### src/vgio_pkg.sv
// package: constants and types for the vector board i/o front end
package vgio_pkg;

   // upper board address bits that must all be true (5,6,7 and 10)
   localparam int          SEL_BIT_A   = 5;
   localparam int          SEL_BIT_B   = 6;
   localparam int          SEL_BIT_C   = 7;
   localparam int          SEL_BIT_D   = 10;
   localparam int          STRB_LO     = 1;
   localparam int          STRB_HI     = 3;
   localparam int          GRP_BIT     = 4;
   localparam int          ADDR_W      = 16;
   localparam int          DATA_W      = 16;
   localparam int          NSTRB       = 16;

   // write strobe indices
   localparam logic [3:0]  W_SHORT     = 4'h0;
   localparam logic [3:0]  W_LONG      = 4'h1;
   localparam logic [3:0]  W_AXIS      = 4'h2;
   localparam logic [3:0]  W_INC_A     = 4'h3;
   localparam logic [3:0]  W_ACCUM     = 4'h4;
   localparam logic [3:0]  W_INC_B     = 4'h5;
   localparam logic [3:0]  W_SWRST     = 4'h6;
   // read strobe indices
   localparam logic [3:0]  R_SHORT     = 4'h0;
   localparam logic [3:0]  R_LONG      = 4'h1;
   localparam logic [3:0]  R_ACCUM     = 4'h4;

   localparam int          SHORT_W     = 8;
   localparam int          LONG_W      = 12;
   localparam int          ACC_W       = 16;
   localparam int          AXIS_X_BIT  = 0;
   localparam int          AXIS_Y_BIT  = 1;
   localparam int          AXIS_SW_BIT = 2;

   localparam logic [7:0]  SHORT_RST   = 8'h00;
   localparam logic [11:0] LONG_RST    = 12'h000;
   localparam logic [15:0] ACC_RST     = 16'h0000;
   localparam logic [2:0]  AXIS_RST    = 3'h0;
   localparam logic [15:0] DATA_ZERO   = 16'h0000;

   typedef enum logic [1:0] {
      VGIO_WS_IDLE = 2'b00,
      VGIO_WS_ARM  = 2'b01,
      VGIO_WS_PULS = 2'b10,
      VGIO_WS_ACK  = 2'b11
   } vgio_wsync_e;

   typedef struct packed {
      logic [ADDR_W-1:0] addr;
      logic [DATA_W-1:0] wdata;
      logic              io_read_ctl_n;
      logic              io_write_ctl_n;
   } vgio_bus_s;

   typedef struct packed {
      logic short_loop_reload_n;
      logic short_loop_count_en_n;
      logic long_loop_count_en_n;
      logic slope_step_en_n;
   } vgio_ctl_s;

endpackage : vgio_pkg

### src/vgio_top.sv
// module: vector board i/o decode, write sync, loop counters and slope generator
//
// Behaviour
// - board select needs address bits and common decode
// - OR bus init and test reset, then register
// - software reset strobe adds to block clears
// - hardware-only reset goes out separately
// - addr 1-3 pick strobe, bit 4 picks group
// - strobes gated by select and read or sync write
// - write pulse one clock, acknowledge as it ends
// - ack drops on release, idle next edge
// - hold request blocks write sync start
// - sync and ack run on every write
// - short counter counts down, holds at zero
// - short counter done when count zero
// - short counter readback on low eight bits
// - short write loads counter and latch
// - reload restores counter from latch only
// - long counter rw, counts down, stops, flags zero
// - delayed zero cleared on load, held when idle
// - axis register: directions and axis swap
// - accumulator adds increment chosen by sign
// - accum port write clears, stages into b
// - axis write clocks accumulator once
// - sign and swap choose step enables
// - accumulator readback on read strobe
`timescale 1ns/1ps
`default_nettype none

module vgio_top
   import vgio_pkg::*;
(
   // clock, enable, resets
   input  wire logic                CLK,
   input  wire logic                CLK_EN,
   input  wire logic                SYS_RST,
   input  wire logic                BUS_INIT_N,
   input  wire logic                TEST_RESET_N,
   // display bus
   input  wire vgio_bus_s           BUS,
   input  wire logic                COMMON_ADDR_DECODE_N,
   input  wire logic                HOLD_REQ,
   output logic                     SYSTEM_WRITE_ACK_N,
   output logic [DATA_W-1:0]        RDATA,
   output logic                     RDATA_OE,
   // state controller side
   input  wire vgio_ctl_s           CTL,
   output logic                     HW_ONLY_RESET_SYNC_N,
   output logic                     BLOCK_CLEAR_A_N,
   output logic                     BLOCK_CLEAR_B_N,
   output logic                     BLOCK_CLEAR_C_N,
   output logic                     SHORT_LOOP_DONE_N,
   output logic                     LONG_LOOP_ZERO_N,
   output logic                     LONG_LOOP_ZERO_DELAYED_N,
   // axis control
   output logic                     X_COUNT_DIRECTION,
   output logic                     Y_COUNT_DIRECTION,
   output logic                     X_STEP_EN_N,
   output logic                     Y_STEP_EN_N
);

   vgio_wsync_e         ws_state;
   vgio_wsync_e         next_ws_state;
   logic                rst_sync;
   logic [SHORT_W-1:0]  short_cnt;
   logic [SHORT_W-1:0]  short_latch;
   logic [LONG_W-1:0]   long_cnt;
   logic                long_zero_dly;
   logic [2:0]          axis_ctl;
   logic [ACC_W-1:0]    inc_a;
   logic [ACC_W-1:0]    inc_b;
   logic [ACC_W-1:0]    accum;

   wire board_sel = BUS.addr[SEL_BIT_A] & BUS.addr[SEL_BIT_B] & BUS.addr[SEL_BIT_C]
                    & BUS.addr[SEL_BIT_D] & ~COMMON_ADDR_DECODE_N;

   wire sync_wr = (ws_state == VGIO_WS_PULS);

   wire [3:0] strb_idx = {BUS.addr[GRP_BIT], BUS.addr[STRB_HI:STRB_LO]};
   wire [NSTRB-1:0] wr_strb;
   wire [NSTRB-1:0] rd_strb;

   genvar gi;
   generate
      for (gi = 0; gi < NSTRB; gi++) begin : g_strb
         assign wr_strb[gi] = board_sel & sync_wr & (strb_idx == 4'(gi));
         assign rd_strb[gi] = board_sel & ~BUS.io_read_ctl_n & (strb_idx == 4'(gi));
      end
   endgenerate

   wire wr_short = wr_strb[W_SHORT];
   wire wr_long  = wr_strb[W_LONG];
   wire wr_axis  = wr_strb[W_AXIS];
   wire wr_inc_a = wr_strb[W_INC_A];
   wire wr_accum = wr_strb[W_ACCUM];
   wire wr_inc_b = wr_strb[W_INC_B];
   wire wr_swrst = wr_strb[W_SWRST];

   // block clears combine software and hardware reset
   wire clr = rst_sync | wr_swrst;
   assign BLOCK_CLEAR_A_N = ~clr;
   assign BLOCK_CLEAR_B_N = ~clr;
   assign BLOCK_CLEAR_C_N = ~clr;
   assign HW_ONLY_RESET_SYNC_N = ~rst_sync;

   always_ff @(posedge CLK or posedge SYS_RST) begin
      if (SYS_RST) begin
         rst_sync <= 1'b1;
      end else if (CLK_EN) begin
         rst_sync <= ~BUS_INIT_N | ~TEST_RESET_N;
      end
   end

   wire wr_start = ~BUS.io_write_ctl_n & ~HOLD_REQ;

   // runs on every bus write, not only selected ones
   always_comb begin
      next_ws_state = ws_state;
      unique case (ws_state)
         VGIO_WS_IDLE: if (wr_start) next_ws_state = VGIO_WS_ARM;
         VGIO_WS_ARM:  next_ws_state = VGIO_WS_PULS;
         VGIO_WS_PULS: next_ws_state = VGIO_WS_ACK;
         // back to idle once write released
         VGIO_WS_ACK:  if (BUS.io_write_ctl_n) next_ws_state = VGIO_WS_IDLE;
      endcase
   end

   always_ff @(posedge CLK or posedge SYS_RST) begin
      if (SYS_RST) begin
         ws_state <= VGIO_WS_IDLE;
      end else if (CLK_EN) begin
         ws_state <= next_ws_state;
      end
   end

   // ack drops as soon as write released
   assign SYSTEM_WRITE_ACK_N = ~((ws_state == VGIO_WS_ACK) & ~BUS.io_write_ctl_n);

   wire short_en  = ~CTL.short_loop_count_en_n;
   wire short_pop = ~CTL.short_loop_reload_n;
   wire long_en   = ~CTL.long_loop_count_en_n;
   wire dda_en    = ~CTL.slope_step_en_n;

   wire short_zero = (short_cnt == SHORT_RST);
   assign SHORT_LOOP_DONE_N = ~short_zero;

   always_ff @(posedge CLK or posedge SYS_RST) begin
      if (SYS_RST) begin
         short_cnt   <= SHORT_RST;
         short_latch <= SHORT_RST;
      end else if (CLK_EN && clr) begin
         // block clear empties counter and latch
         short_cnt   <= SHORT_RST;
         short_latch <= SHORT_RST;
      end else if (CLK_EN) begin
         if (wr_short) begin
            short_cnt   <= BUS.wdata[SHORT_W-1:0];
            short_latch <= BUS.wdata[SHORT_W-1:0];
         end else if (short_pop) begin
            short_cnt <= short_latch;
         end else if (short_en && !short_zero) begin
            short_cnt <= short_cnt - 8'h01;
         end
      end
   end

   wire long_zero = (long_cnt == LONG_RST);
   assign LONG_LOOP_ZERO_N         = ~long_zero;
   assign LONG_LOOP_ZERO_DELAYED_N = ~long_zero_dly;

   always_ff @(posedge CLK or posedge SYS_RST) begin
      if (SYS_RST) begin
         long_cnt      <= LONG_RST;
         long_zero_dly <= 1'b0;
      end else if (CLK_EN && clr) begin
         // block clear empties counter and flag
         long_cnt      <= LONG_RST;
         long_zero_dly <= 1'b0;
      end else if (CLK_EN) begin
         if (wr_long) begin
            long_cnt      <= BUS.wdata[LONG_W-1:0];
            long_zero_dly <= 1'b0;
         end else if (long_en) begin
            long_zero_dly <= long_zero;
            if (!long_zero) begin
               long_cnt <= long_cnt - 12'h001;
            end
         end
      end
   end

   assign X_COUNT_DIRECTION = axis_ctl[AXIS_X_BIT];
   assign Y_COUNT_DIRECTION = axis_ctl[AXIS_Y_BIT];
   wire   axis_swap         = axis_ctl[AXIS_SW_BIT];

   wire              acc_sign = accum[ACC_W-1];
   wire [ACC_W-1:0]  acc_add  = acc_sign ? inc_a : inc_b;
   wire [ACC_W-1:0]  acc_sum  = accum + acc_add;

   always_ff @(posedge CLK or posedge SYS_RST) begin
      if (SYS_RST) begin
         axis_ctl <= AXIS_RST;
         inc_a    <= ACC_RST;
         inc_b    <= ACC_RST;
         accum    <= ACC_RST;
      end else if (CLK_EN && clr) begin
         // block clear empties axis, increments and accumulator
         axis_ctl <= AXIS_RST;
         inc_a    <= ACC_RST;
         inc_b    <= ACC_RST;
         accum    <= ACC_RST;
      end else if (CLK_EN) begin
         // increment a write has no side effect
         if (wr_inc_a) begin
            inc_a <= BUS.wdata;
         end
         if (wr_inc_b || wr_accum) begin
            inc_b <= BUS.wdata;
         end
         if (wr_axis) begin
            axis_ctl <= BUS.wdata[2:0];
         end
         if (wr_accum) begin
            accum <= ACC_RST;
         end else if (wr_axis || dda_en) begin
            // axis write steps once; step only when enabled
            accum <= acc_sum;
         end
      end
   end

   // major always, minor when sign shows a minor move
   wire minor_step = dda_en & ~acc_sign;
   wire major_step = dda_en;
   // swap chooses which axis is major
   assign X_STEP_EN_N = ~(axis_swap ? minor_step : major_step);
   assign Y_STEP_EN_N = ~(axis_swap ? major_step : minor_step);

   wire [DATA_W-1:0] next_rdata =
        rd_strb[R_SHORT] ? {8'h00, short_cnt} :
        rd_strb[R_LONG]  ? {4'h0, long_cnt}   :
        rd_strb[R_ACCUM] ? accum               : DATA_ZERO;
   assign RDATA_OE = rd_strb[R_SHORT] | rd_strb[R_LONG] | rd_strb[R_ACCUM];

   always_ff @(posedge CLK or posedge SYS_RST) begin
      if (SYS_RST) begin
         RDATA <= DATA_ZERO;
      end else if (CLK_EN) begin
         RDATA <= next_rdata;
      end
   end

   // assertions
   property p_pulse_one;
      @(posedge CLK) disable iff (SYS_RST)
      CLK_EN && sync_wr ##1 CLK_EN |-> !sync_wr;
   endproperty
   a_pulse_one: assert property (p_pulse_one) else $error("write pulse longer than one clock");

   property p_ack_after_pulse;
      @(posedge CLK) disable iff (SYS_RST)
      CLK_EN && sync_wr && !BUS.io_write_ctl_n |=> !SYSTEM_WRITE_ACK_N || BUS.io_write_ctl_n;
   endproperty
   a_ack_after_pulse: assert property (p_ack_after_pulse) else $error("no ack after pulse");

   property p_ack_release;
      @(posedge CLK) disable iff (SYS_RST)
      BUS.io_write_ctl_n |-> SYSTEM_WRITE_ACK_N;
   endproperty
   a_ack_release: assert property (p_ack_release) else $error("ack while write released");

   property p_idle_after_release;
      @(posedge CLK) disable iff (SYS_RST)
      CLK_EN && ws_state == VGIO_WS_ACK && BUS.io_write_ctl_n |=> ws_state == VGIO_WS_IDLE;
   endproperty
   a_idle_after_release: assert property (p_idle_after_release) else $error("sync not idle");

   property p_hold_blocks;
      @(posedge CLK) disable iff (SYS_RST)
      CLK_EN && ws_state == VGIO_WS_IDLE && HOLD_REQ |=> ws_state == VGIO_WS_IDLE;
   endproperty
   a_hold_blocks: assert property (p_hold_blocks) else $error("write sync started under hold");

   property p_short_hold_zero;
      @(posedge CLK) disable iff (SYS_RST)
      CLK_EN && short_zero && !wr_short && !short_pop |=> short_zero;
   endproperty
   a_short_hold_zero: assert property (p_short_hold_zero) else $error("short counter wrapped");

   property p_short_reload;
      @(posedge CLK) disable iff (SYS_RST)
      CLK_EN && short_pop && !wr_short && !clr |=> short_cnt == $past(short_latch)
                                           && short_latch == $past(short_latch);
   endproperty
   a_short_reload: assert property (p_short_reload) else $error("reload mismatch");

   property p_long_load_flag;
      @(posedge CLK) disable iff (SYS_RST)
      CLK_EN && wr_long |=> LONG_LOOP_ZERO_DELAYED_N;
   endproperty
   a_long_load_flag: assert property (p_long_load_flag) else $error("delayed zero set on load");

   property p_long_hold_flag;
      @(posedge CLK) disable iff (SYS_RST)
      CLK_EN && !wr_long && !long_en && !clr |=> $stable(long_zero_dly);
   endproperty
   a_long_hold_flag: assert property (p_long_hold_flag) else $error("delayed zero moved while idle");

   property p_accum_clear;
      @(posedge CLK) disable iff (SYS_RST)
      CLK_EN && wr_accum && !clr |=> accum == ACC_RST && inc_b == $past(BUS.wdata);
   endproperty
   a_accum_clear: assert property (p_accum_clear) else $error("accum port write wrong");

   property p_accum_step;
      @(posedge CLK) disable iff (SYS_RST)
      CLK_EN && dda_en && !wr_accum && !wr_inc_a && !wr_inc_b && !clr
      |=> accum == 16'($past(accum) + ($past(accum[ACC_W-1]) ? $past(inc_a) : $past(inc_b)));
   endproperty
   a_accum_step: assert property (p_accum_step) else $error("accumulator step wrong");

   property p_soft_clear;
      @(posedge CLK) disable iff (SYS_RST)
      CLK_EN && wr_swrst |=> short_cnt == SHORT_RST && long_cnt == LONG_RST && accum == ACC_RST;
   endproperty
   a_soft_clear: assert property (p_soft_clear) else $error("software reset left state");

   c_write_cycle: cover property (@(posedge CLK) disable iff (SYS_RST)
                                  sync_wr ##1 !SYSTEM_WRITE_ACK_N);
   c_short_zero:  cover property (@(posedge CLK) disable iff (SYS_RST)
                                  !short_zero ##1 short_zero);
   c_axis_load:   cover property (@(posedge CLK) disable iff (SYS_RST) wr_axis);

endmodule // vgio_top

`default_nettype wire
### config.mk
export PLATFORM = sky130hd
export DESIGN_NAME = vgio_top
export DESIGN_NICKNAME = d
export VERILOG_FILES = /design/src/vgio_pkg.sv /design/src/vgio_top.sv
export SDC_FILE = /design/constraint.sdc
export NUM_CORES = 1
export LEC_CHECK = 0
export BUFFER_PORTS_ARGS = -buffer_cell sky130_fd_sc_hd__buf_4
export CAP_MARGIN = 20
export CORE_MARGIN = 3
export CORE_UTILIZATION = 55
export DETAILED_ROUTE_END_ITERATION = 7
export PLACE_DENSITY = 0.81
export SLEW_MARGIN = 20
export SYNTH_ARGS = -nofsm -noshare
export SYNTH_HDL_FRONTEND = slang
export SYNTH_SLANG_ARGS = --single-unit
### constraint.sdc
create_clock -name CLK -period 3.43 [get_ports CLK]
set_clock_uncertainty 0.05 [all_clocks]
set_input_delay 0.1715 -clock CLK [delete_from_list [all_inputs] [get_ports CLK]]
set_output_delay 0.1715 -clock CLK [all_outputs]
set_load 0.05 [all_outputs]
Word level (Yosys, flattened, before mapping) --
Index checks and enable logic that the tools add are counted.
Word-level totals: flip-flop bits (word level) 99, output and inout port bits 29, logic and storage cells 131
Operators by class: add/sub/neg operators 3, eq/ne operators 14, mux-type cells 39, bitwise logic cells 40, reductions and logical operators 24
Operators by type and width (count):
- 16-bit two-way mux | 14
- 8-bit two-way mux | 8
- 12-bit two-way mux | 5
- 1-bit bitwise AND | 19
- 1-bit NOT | 17
- 16-bit adder | 1
- 2-bit AND reduction | 7
- 4-bit by 3-bit == test with 1-bit output (second input constant) | 3
- 12-bit zero test | 1
- 12-bit by 1-bit subtractor with 12-bit output (second input constant) | 1
- 2-bit nonzero test | 5
- 3-bit two-way mux | 3
- 4-bit by 2-bit == test with 1-bit output (second input constant) | 2
- 8-bit zero test | 1
- 2-bit case mux with 4 select lines | 1
- 8-bit by 1-bit subtractor with 8-bit output (second input constant) | 1
- 1-bit two-way mux | 6
- 3-bit AND reduction | 2
- 2-bit == test (second input constant) | 2
- 4-bit by 1-bit == test with 1-bit output (second input constant) | 1
- 4-bit zero test | 1
- 2-bit two-way mux | 2
- 2-bit != test (second input constant) | 2
- 4-bit by 1-bit != test with 1-bit output (second input constant) | 1
- other kinds (9) | 14

Depth between registers and ports, before layout --
depth in word-level cells 11, gate-level depth with buffers 10

Worst setup path after synthesis --
OpenSTA, ideal clock, no wires.
path type input -> output, start input port BUS[28] (netlist name), end output port RDATA_OE, data arrival time 3.179 ns, required time 3.208 ns, slack 0.029 ns, stages 3, buffers on the path 0, cells stage by stage nand4_1 or3_1 a2111oi_0
On the way: word-level cells in the longest chain between the ends 6, elaborated cells on any way between the ends 8, classes of those cells 8 x bitwise
RTL lines:
- from (decl) | line vgio_top.sv:40 | input wire vgio_bus_s BUS,
- 1-bit bitwise AND * (2 in series) | line vgio_top.sv:75 | & BUS.addr[SEL_BIT_D] & ~COMMON_ADDR_DECODE_N;
- 1-bit bitwise AND *
- 1-bit bitwise AND | line vgio_top.sv:87 | assign rd_strb[gi] = board_sel & ~BUS.io_read_ctl_n & (strb_idx == 4'(gi));
- 1-bit bitwise OR | line vgio_top.sv:243 | assign RDATA_OE = rd_strb[R_SHORT] | rd_strb[R_LONG] | rd_strb[R_ACCUM];
- 1-bit bitwise OR * | line vgio_top.sv:243
- to (decl) | line vgio_top.sv:45 | output logic RDATA_OE,
Every way passes the cells marked *; elsewhere a longest branch is shown, timed or not.

Worst setup path in the final report --
start register accum[15], end register accum[14]
On the way: word-level cells in the longest chain between the ends 6
RTL lines:
- from (decl) | line vgio_top.sv:72 | logic [ACC_W-1:0] accum;
- from (signal assigned) | line vgio_top.sv:227 | accum <= acc_sum;
- 16-bit two-way mux | line vgio_top.sv:197 | wire [ACC_W-1:0] acc_add = acc_sign ? inc_a : inc_b;
- 16-bit adder | line vgio_top.sv:198 | wire [ACC_W-1:0] acc_sum = accum + acc_add;
- 16-bit two-way mux | line vgio_top.sv:225 | end else if (wr_axis || dda_en) begin
- 16-bit two-way mux | line vgio_top.sv:223 | if (wr_accum) begin
- 16-bit two-way mux | line vgio_top.sv:212 | end else if (CLK_EN) begin
- 16-bit two-way mux | line vgio_top.sv:206 | end else if (CLK_EN && clr) begin
Every way passes these cells. The select of a mux whose other input is x is not followed. A chain may end at the register's enable or synchronous reset.

==> summary.md <==
| Metric | Value |
|---|---|
| CP Data Required Time | `3.65 ns` |
| Final setup vio count | `0` |
| TritonCTS clock tree | `built` |
| Die extent in y | `about 110 µm` |
| ANT nets after route | `0` |
| Clock Path Buffers | `2` |
| Seq pwr share | `approximately 40%` |
| Setup repair after global routing missed its margin | `false` |
| Layout cell share with drive strength beyond 1 | `18.98%` |
| Multi-input logic area | `0.002979 mm²` |
| Rel. slew slack | `39.48%` |
| Max IR drop VDD | `0.3607 mV` |
| Min cycle time layout | `3.079 ns` |
| Synth area leader | `dfrtp_1` |
| CP delay by family, top | `compound AO/OA/AOI/OAI gates` |
| Worst Path Buf+Inv | `0` |
| Slew @ Worst Pin | `0.9010 ns` |
| Initial antenna violation count | `0` |
| First-pass GRT wire length | `about 24 mm` |
| Clock sinks | `just under 100` |
| Worst Setup Start Kind | `flop` |
| Synth cell count leaders | `dfrtp_1, nand2_1, o21ai_0, a21oi_1, nor2_1` |
| Main flop type after synthesis | `dfrtp_1` |
| Leak | `2.951 nW` |
| First-pass iteration count of the detailed router | `5` |
| Row cnt | `36` |
| Post-synth ARST share | `100.0%` |
| Top-area cell type share of the netlist area | `between 40% and 50%` |
| Final RePlAce weighted congestion | `0.9313` |
| Number of synthesized flops with an enable pin | `0` |
| Switching portion of total power | `40.99%` |
| Synth Warn # | `0` |
| Antenna diode count | `0` |
| Net Count, Synth | `677` |
| # IOs | `74` |
| Clock Power Share | `18.2%` |
| Gr usage total | `27.12%` |
| #FFs+latches synth | `99` |
| Post-Syn Area | `around 0.0057 mm²` |
| WL/cell | `18.56 µm` |
| Type of the worst setup path | `flop to flop` |
| Most frequent cell after synthesis | `dfrtp_1` |
| Total gr overflow | `0` |
| FF/Latch Area | `0.002479 mm²` |
| Status | `completed` |
| Mean post-synth cell area | `9.334 µm²` |
| Net Sw Power | `0.001584 W` |
| Internal Dissipation | `0.002280 W` |
| Total CTS buffers | `9` |
| Setup TNS | `0 ns` |
| WP data arrival | `3.30 ns` |
| Worst-path clk slew | `0.10 ns` |
| Routed wire length | `between 10 and 15 mm` |
| Hold Crit Class | `input port to flop` |
| Crit end category | `flop` |
| Initial DRC Count | `432` |
| Pins Over Slew Limit | `0` |
| Post-synthesis sequential area ratio | `a little over two fifths` |
| Biggest fanout along the worst timing path | `6` |
| Die width | `107.7 µm` |
| P&R area growth vs syn | `13.78%` |
| Post-Syn Instances | `609` |
| Clk_lat worst skew | `0.38 ns` |
| Pin count of the biggest net entering global routing | `59` |
| Core Region | `between 0.009 and 0.01 mm²` |
| Synth cell types | `between 70 and 80` |
| Crit path largest cell delay | `0.48 ns` |
| Max Fclk | `about 320 MHz` |
| Fill cells | `832` |
| Placed Area | `approximately 0.0063 mm²` |
| Max-cap violations | `0` |
| Pwr dens | `597.4 mW/mm²` |
| Die ar. | `0.01159 mm²` |
| Initial Util | `57.36%` |
| Root buf cell | `clkbuf_8` |
| DP HPWL | `10.79 mm` |
| H-tree depth | `3` |
| Final hold violations | `0` |
| CP Cell Sequence | `mux2_2 > ha_1 > fa_1 > a21o_1 > a221oi_2 > a21oi_1 > a41oi_1 > nand2_1 > a221o_1` |
| Number of global-route vias before repair | `~4.8k` |
| Slowest CP cell | `dfrtp_1` |
| Vias per cell | `6.146` |
| Ranking of synthesized cells by area | `dfrtp_1, nand2_1, o21ai_0` |
| Design area | `0.006467 mm²` |
| DRC | `0` |
| Comb pwr share | `42.0%` |
| # port buffers | `65` |
| Fin nets | `~730` |
| Final worst path period share | `89.77%` |
| DR vias | `just under 5k` |
[worst register-to-register path, delay by kind of cell, from the launching register on]
| kind | cells | cell delay [ns] |
|---|---|---|
| simple gates | 1 | 0.08 |
| fa+ha+maj | 2 | 0.63 |
| flops | 1 | 0.48 |
| mux | 1 | 0.37 |
| compound gates | 5 | 1.37 |
[path summary, 6_finish.rpt]
kind / endpoint / depth (start not counted) / slack [ns] / startpoint
worst max-delay path: accum[14] / 9 / 0.35 / accum[15]
worst min-delay path: inc_a[13] / 3 / 0.009 / BUS[15]
worst max register to register: accum[14] / 9 / 0.35 / accum[15]
worst min register to register: inc_b[7] / 2 / 0.43 / inc_b[7]
max in group asynchronous: RDATA[15] / 4 / 2.10 / SYS_RST
min in group asynchronous: ws_state[0] / 3 / 0.40 / SYS_RST
[routing by layer]
layer / routed length, µm / track usage [%] / vias up
li1: - / - / 2326
met1: 6436 / 37.22 / 2354
met2: 6750 / 41.74 / 207
met3: 1074 / 4.439 / 42
met4: 626 / 13.44 / 0
met5: 0 / 0 / -
[sequential cells by signal, summed over array words and instances (netlist names), 2 cells and up]
name         count
ws_state         2
accum           16
axis_ctl         3
inc_b           16
short_latch      8
RDATA           16
inc_a           16
long_cnt        12
short_cnt        8
[placed cells by master, fill, tap and decap left out, types with 9 or more instances in the layout]
cell type  synthesis  layout
a21oi_1           48      48
a22o_1            14      14
buf_4              5      73
clkbuf_8           0       9
dfrtp_1           98      98
ha_1              22      22
inv_1             19      18
mux2_2            17      17
nand2_1           88      88
nand3_1           10      10
nor2_1            34      34
nor3_1            14      14
o21ai_0           57      56
o21ai_1           17      16
xnor2_1            9       9
[stage by stage]
| step | hold slack, ns | setup WS (ns) | total power (W) | utilization, % | cells |
|---|---|---|---|---|---|
| finish | 0.009323 | 0.3509 | 0.003863 | 65.27 | 802 |
| global route | 0.02781 | 0.1605 | 0.004129 | 65.27 | 802 |
| CTS | 0.004046 | 0.2060 | 0.003867 | 65.20 | 802 |
| detailed placement | 0.2859 | 0.2547 | 0.003163 | 63.08 | 782 |
| global placement | 0.2822 | 0.3364 | 0.003089 | 62.82 | 781 |
| floorplan | 0.1907 | 0.02934 | 0.002770 | - | 609 |
[logic make-up after synthesis]
logic type	Yosys count	synth area share [%]
XOR/XNOR	16	2.465
AO/OA/AOI/OAI	206	23.38
adder cells (fa/ha/maj)	23	5.195
flip-flops	99	43.61
buffers and inverters	53	4.424
AND/OR/NAND/NOR	194	17.39
multiplexers	18	3.544
[area by class of cell]
class | count | share of cell area (%)
clock inverters | 5 | 0.5997
well taps | 133 | 2.573
multi-input cells | 457 | 46.06
repair buffers | 78 | 9.267
clock buffers | 11 | 2.031
flip-flops and latches | 99 | 38.32
inverters | 19 | 1.141
[power groups by stage]
stage	clock (W)	sequential, W	combinational (W)
floorplan	0	0.00154	0.00123
global placement	0	0.00155	0.00154
detailed placement	0	0.00156	0.00161
CTS	0.000714	0.00153	0.00162
global route	0.000765	0.00157	0.00180
finish	0.000701	0.00154	0.00162
[what timing repair did]
action | 4_1_cts | 5_1_grt
endpoints found under the hold margin | 57 | 0
hold buffers | 4 | 0
gates resized for setup | 0 | 1
buffers inserted | 0 | 0
endpoints found under the setup margin | 0 | 1
Power figures use the tool's default switching activity.
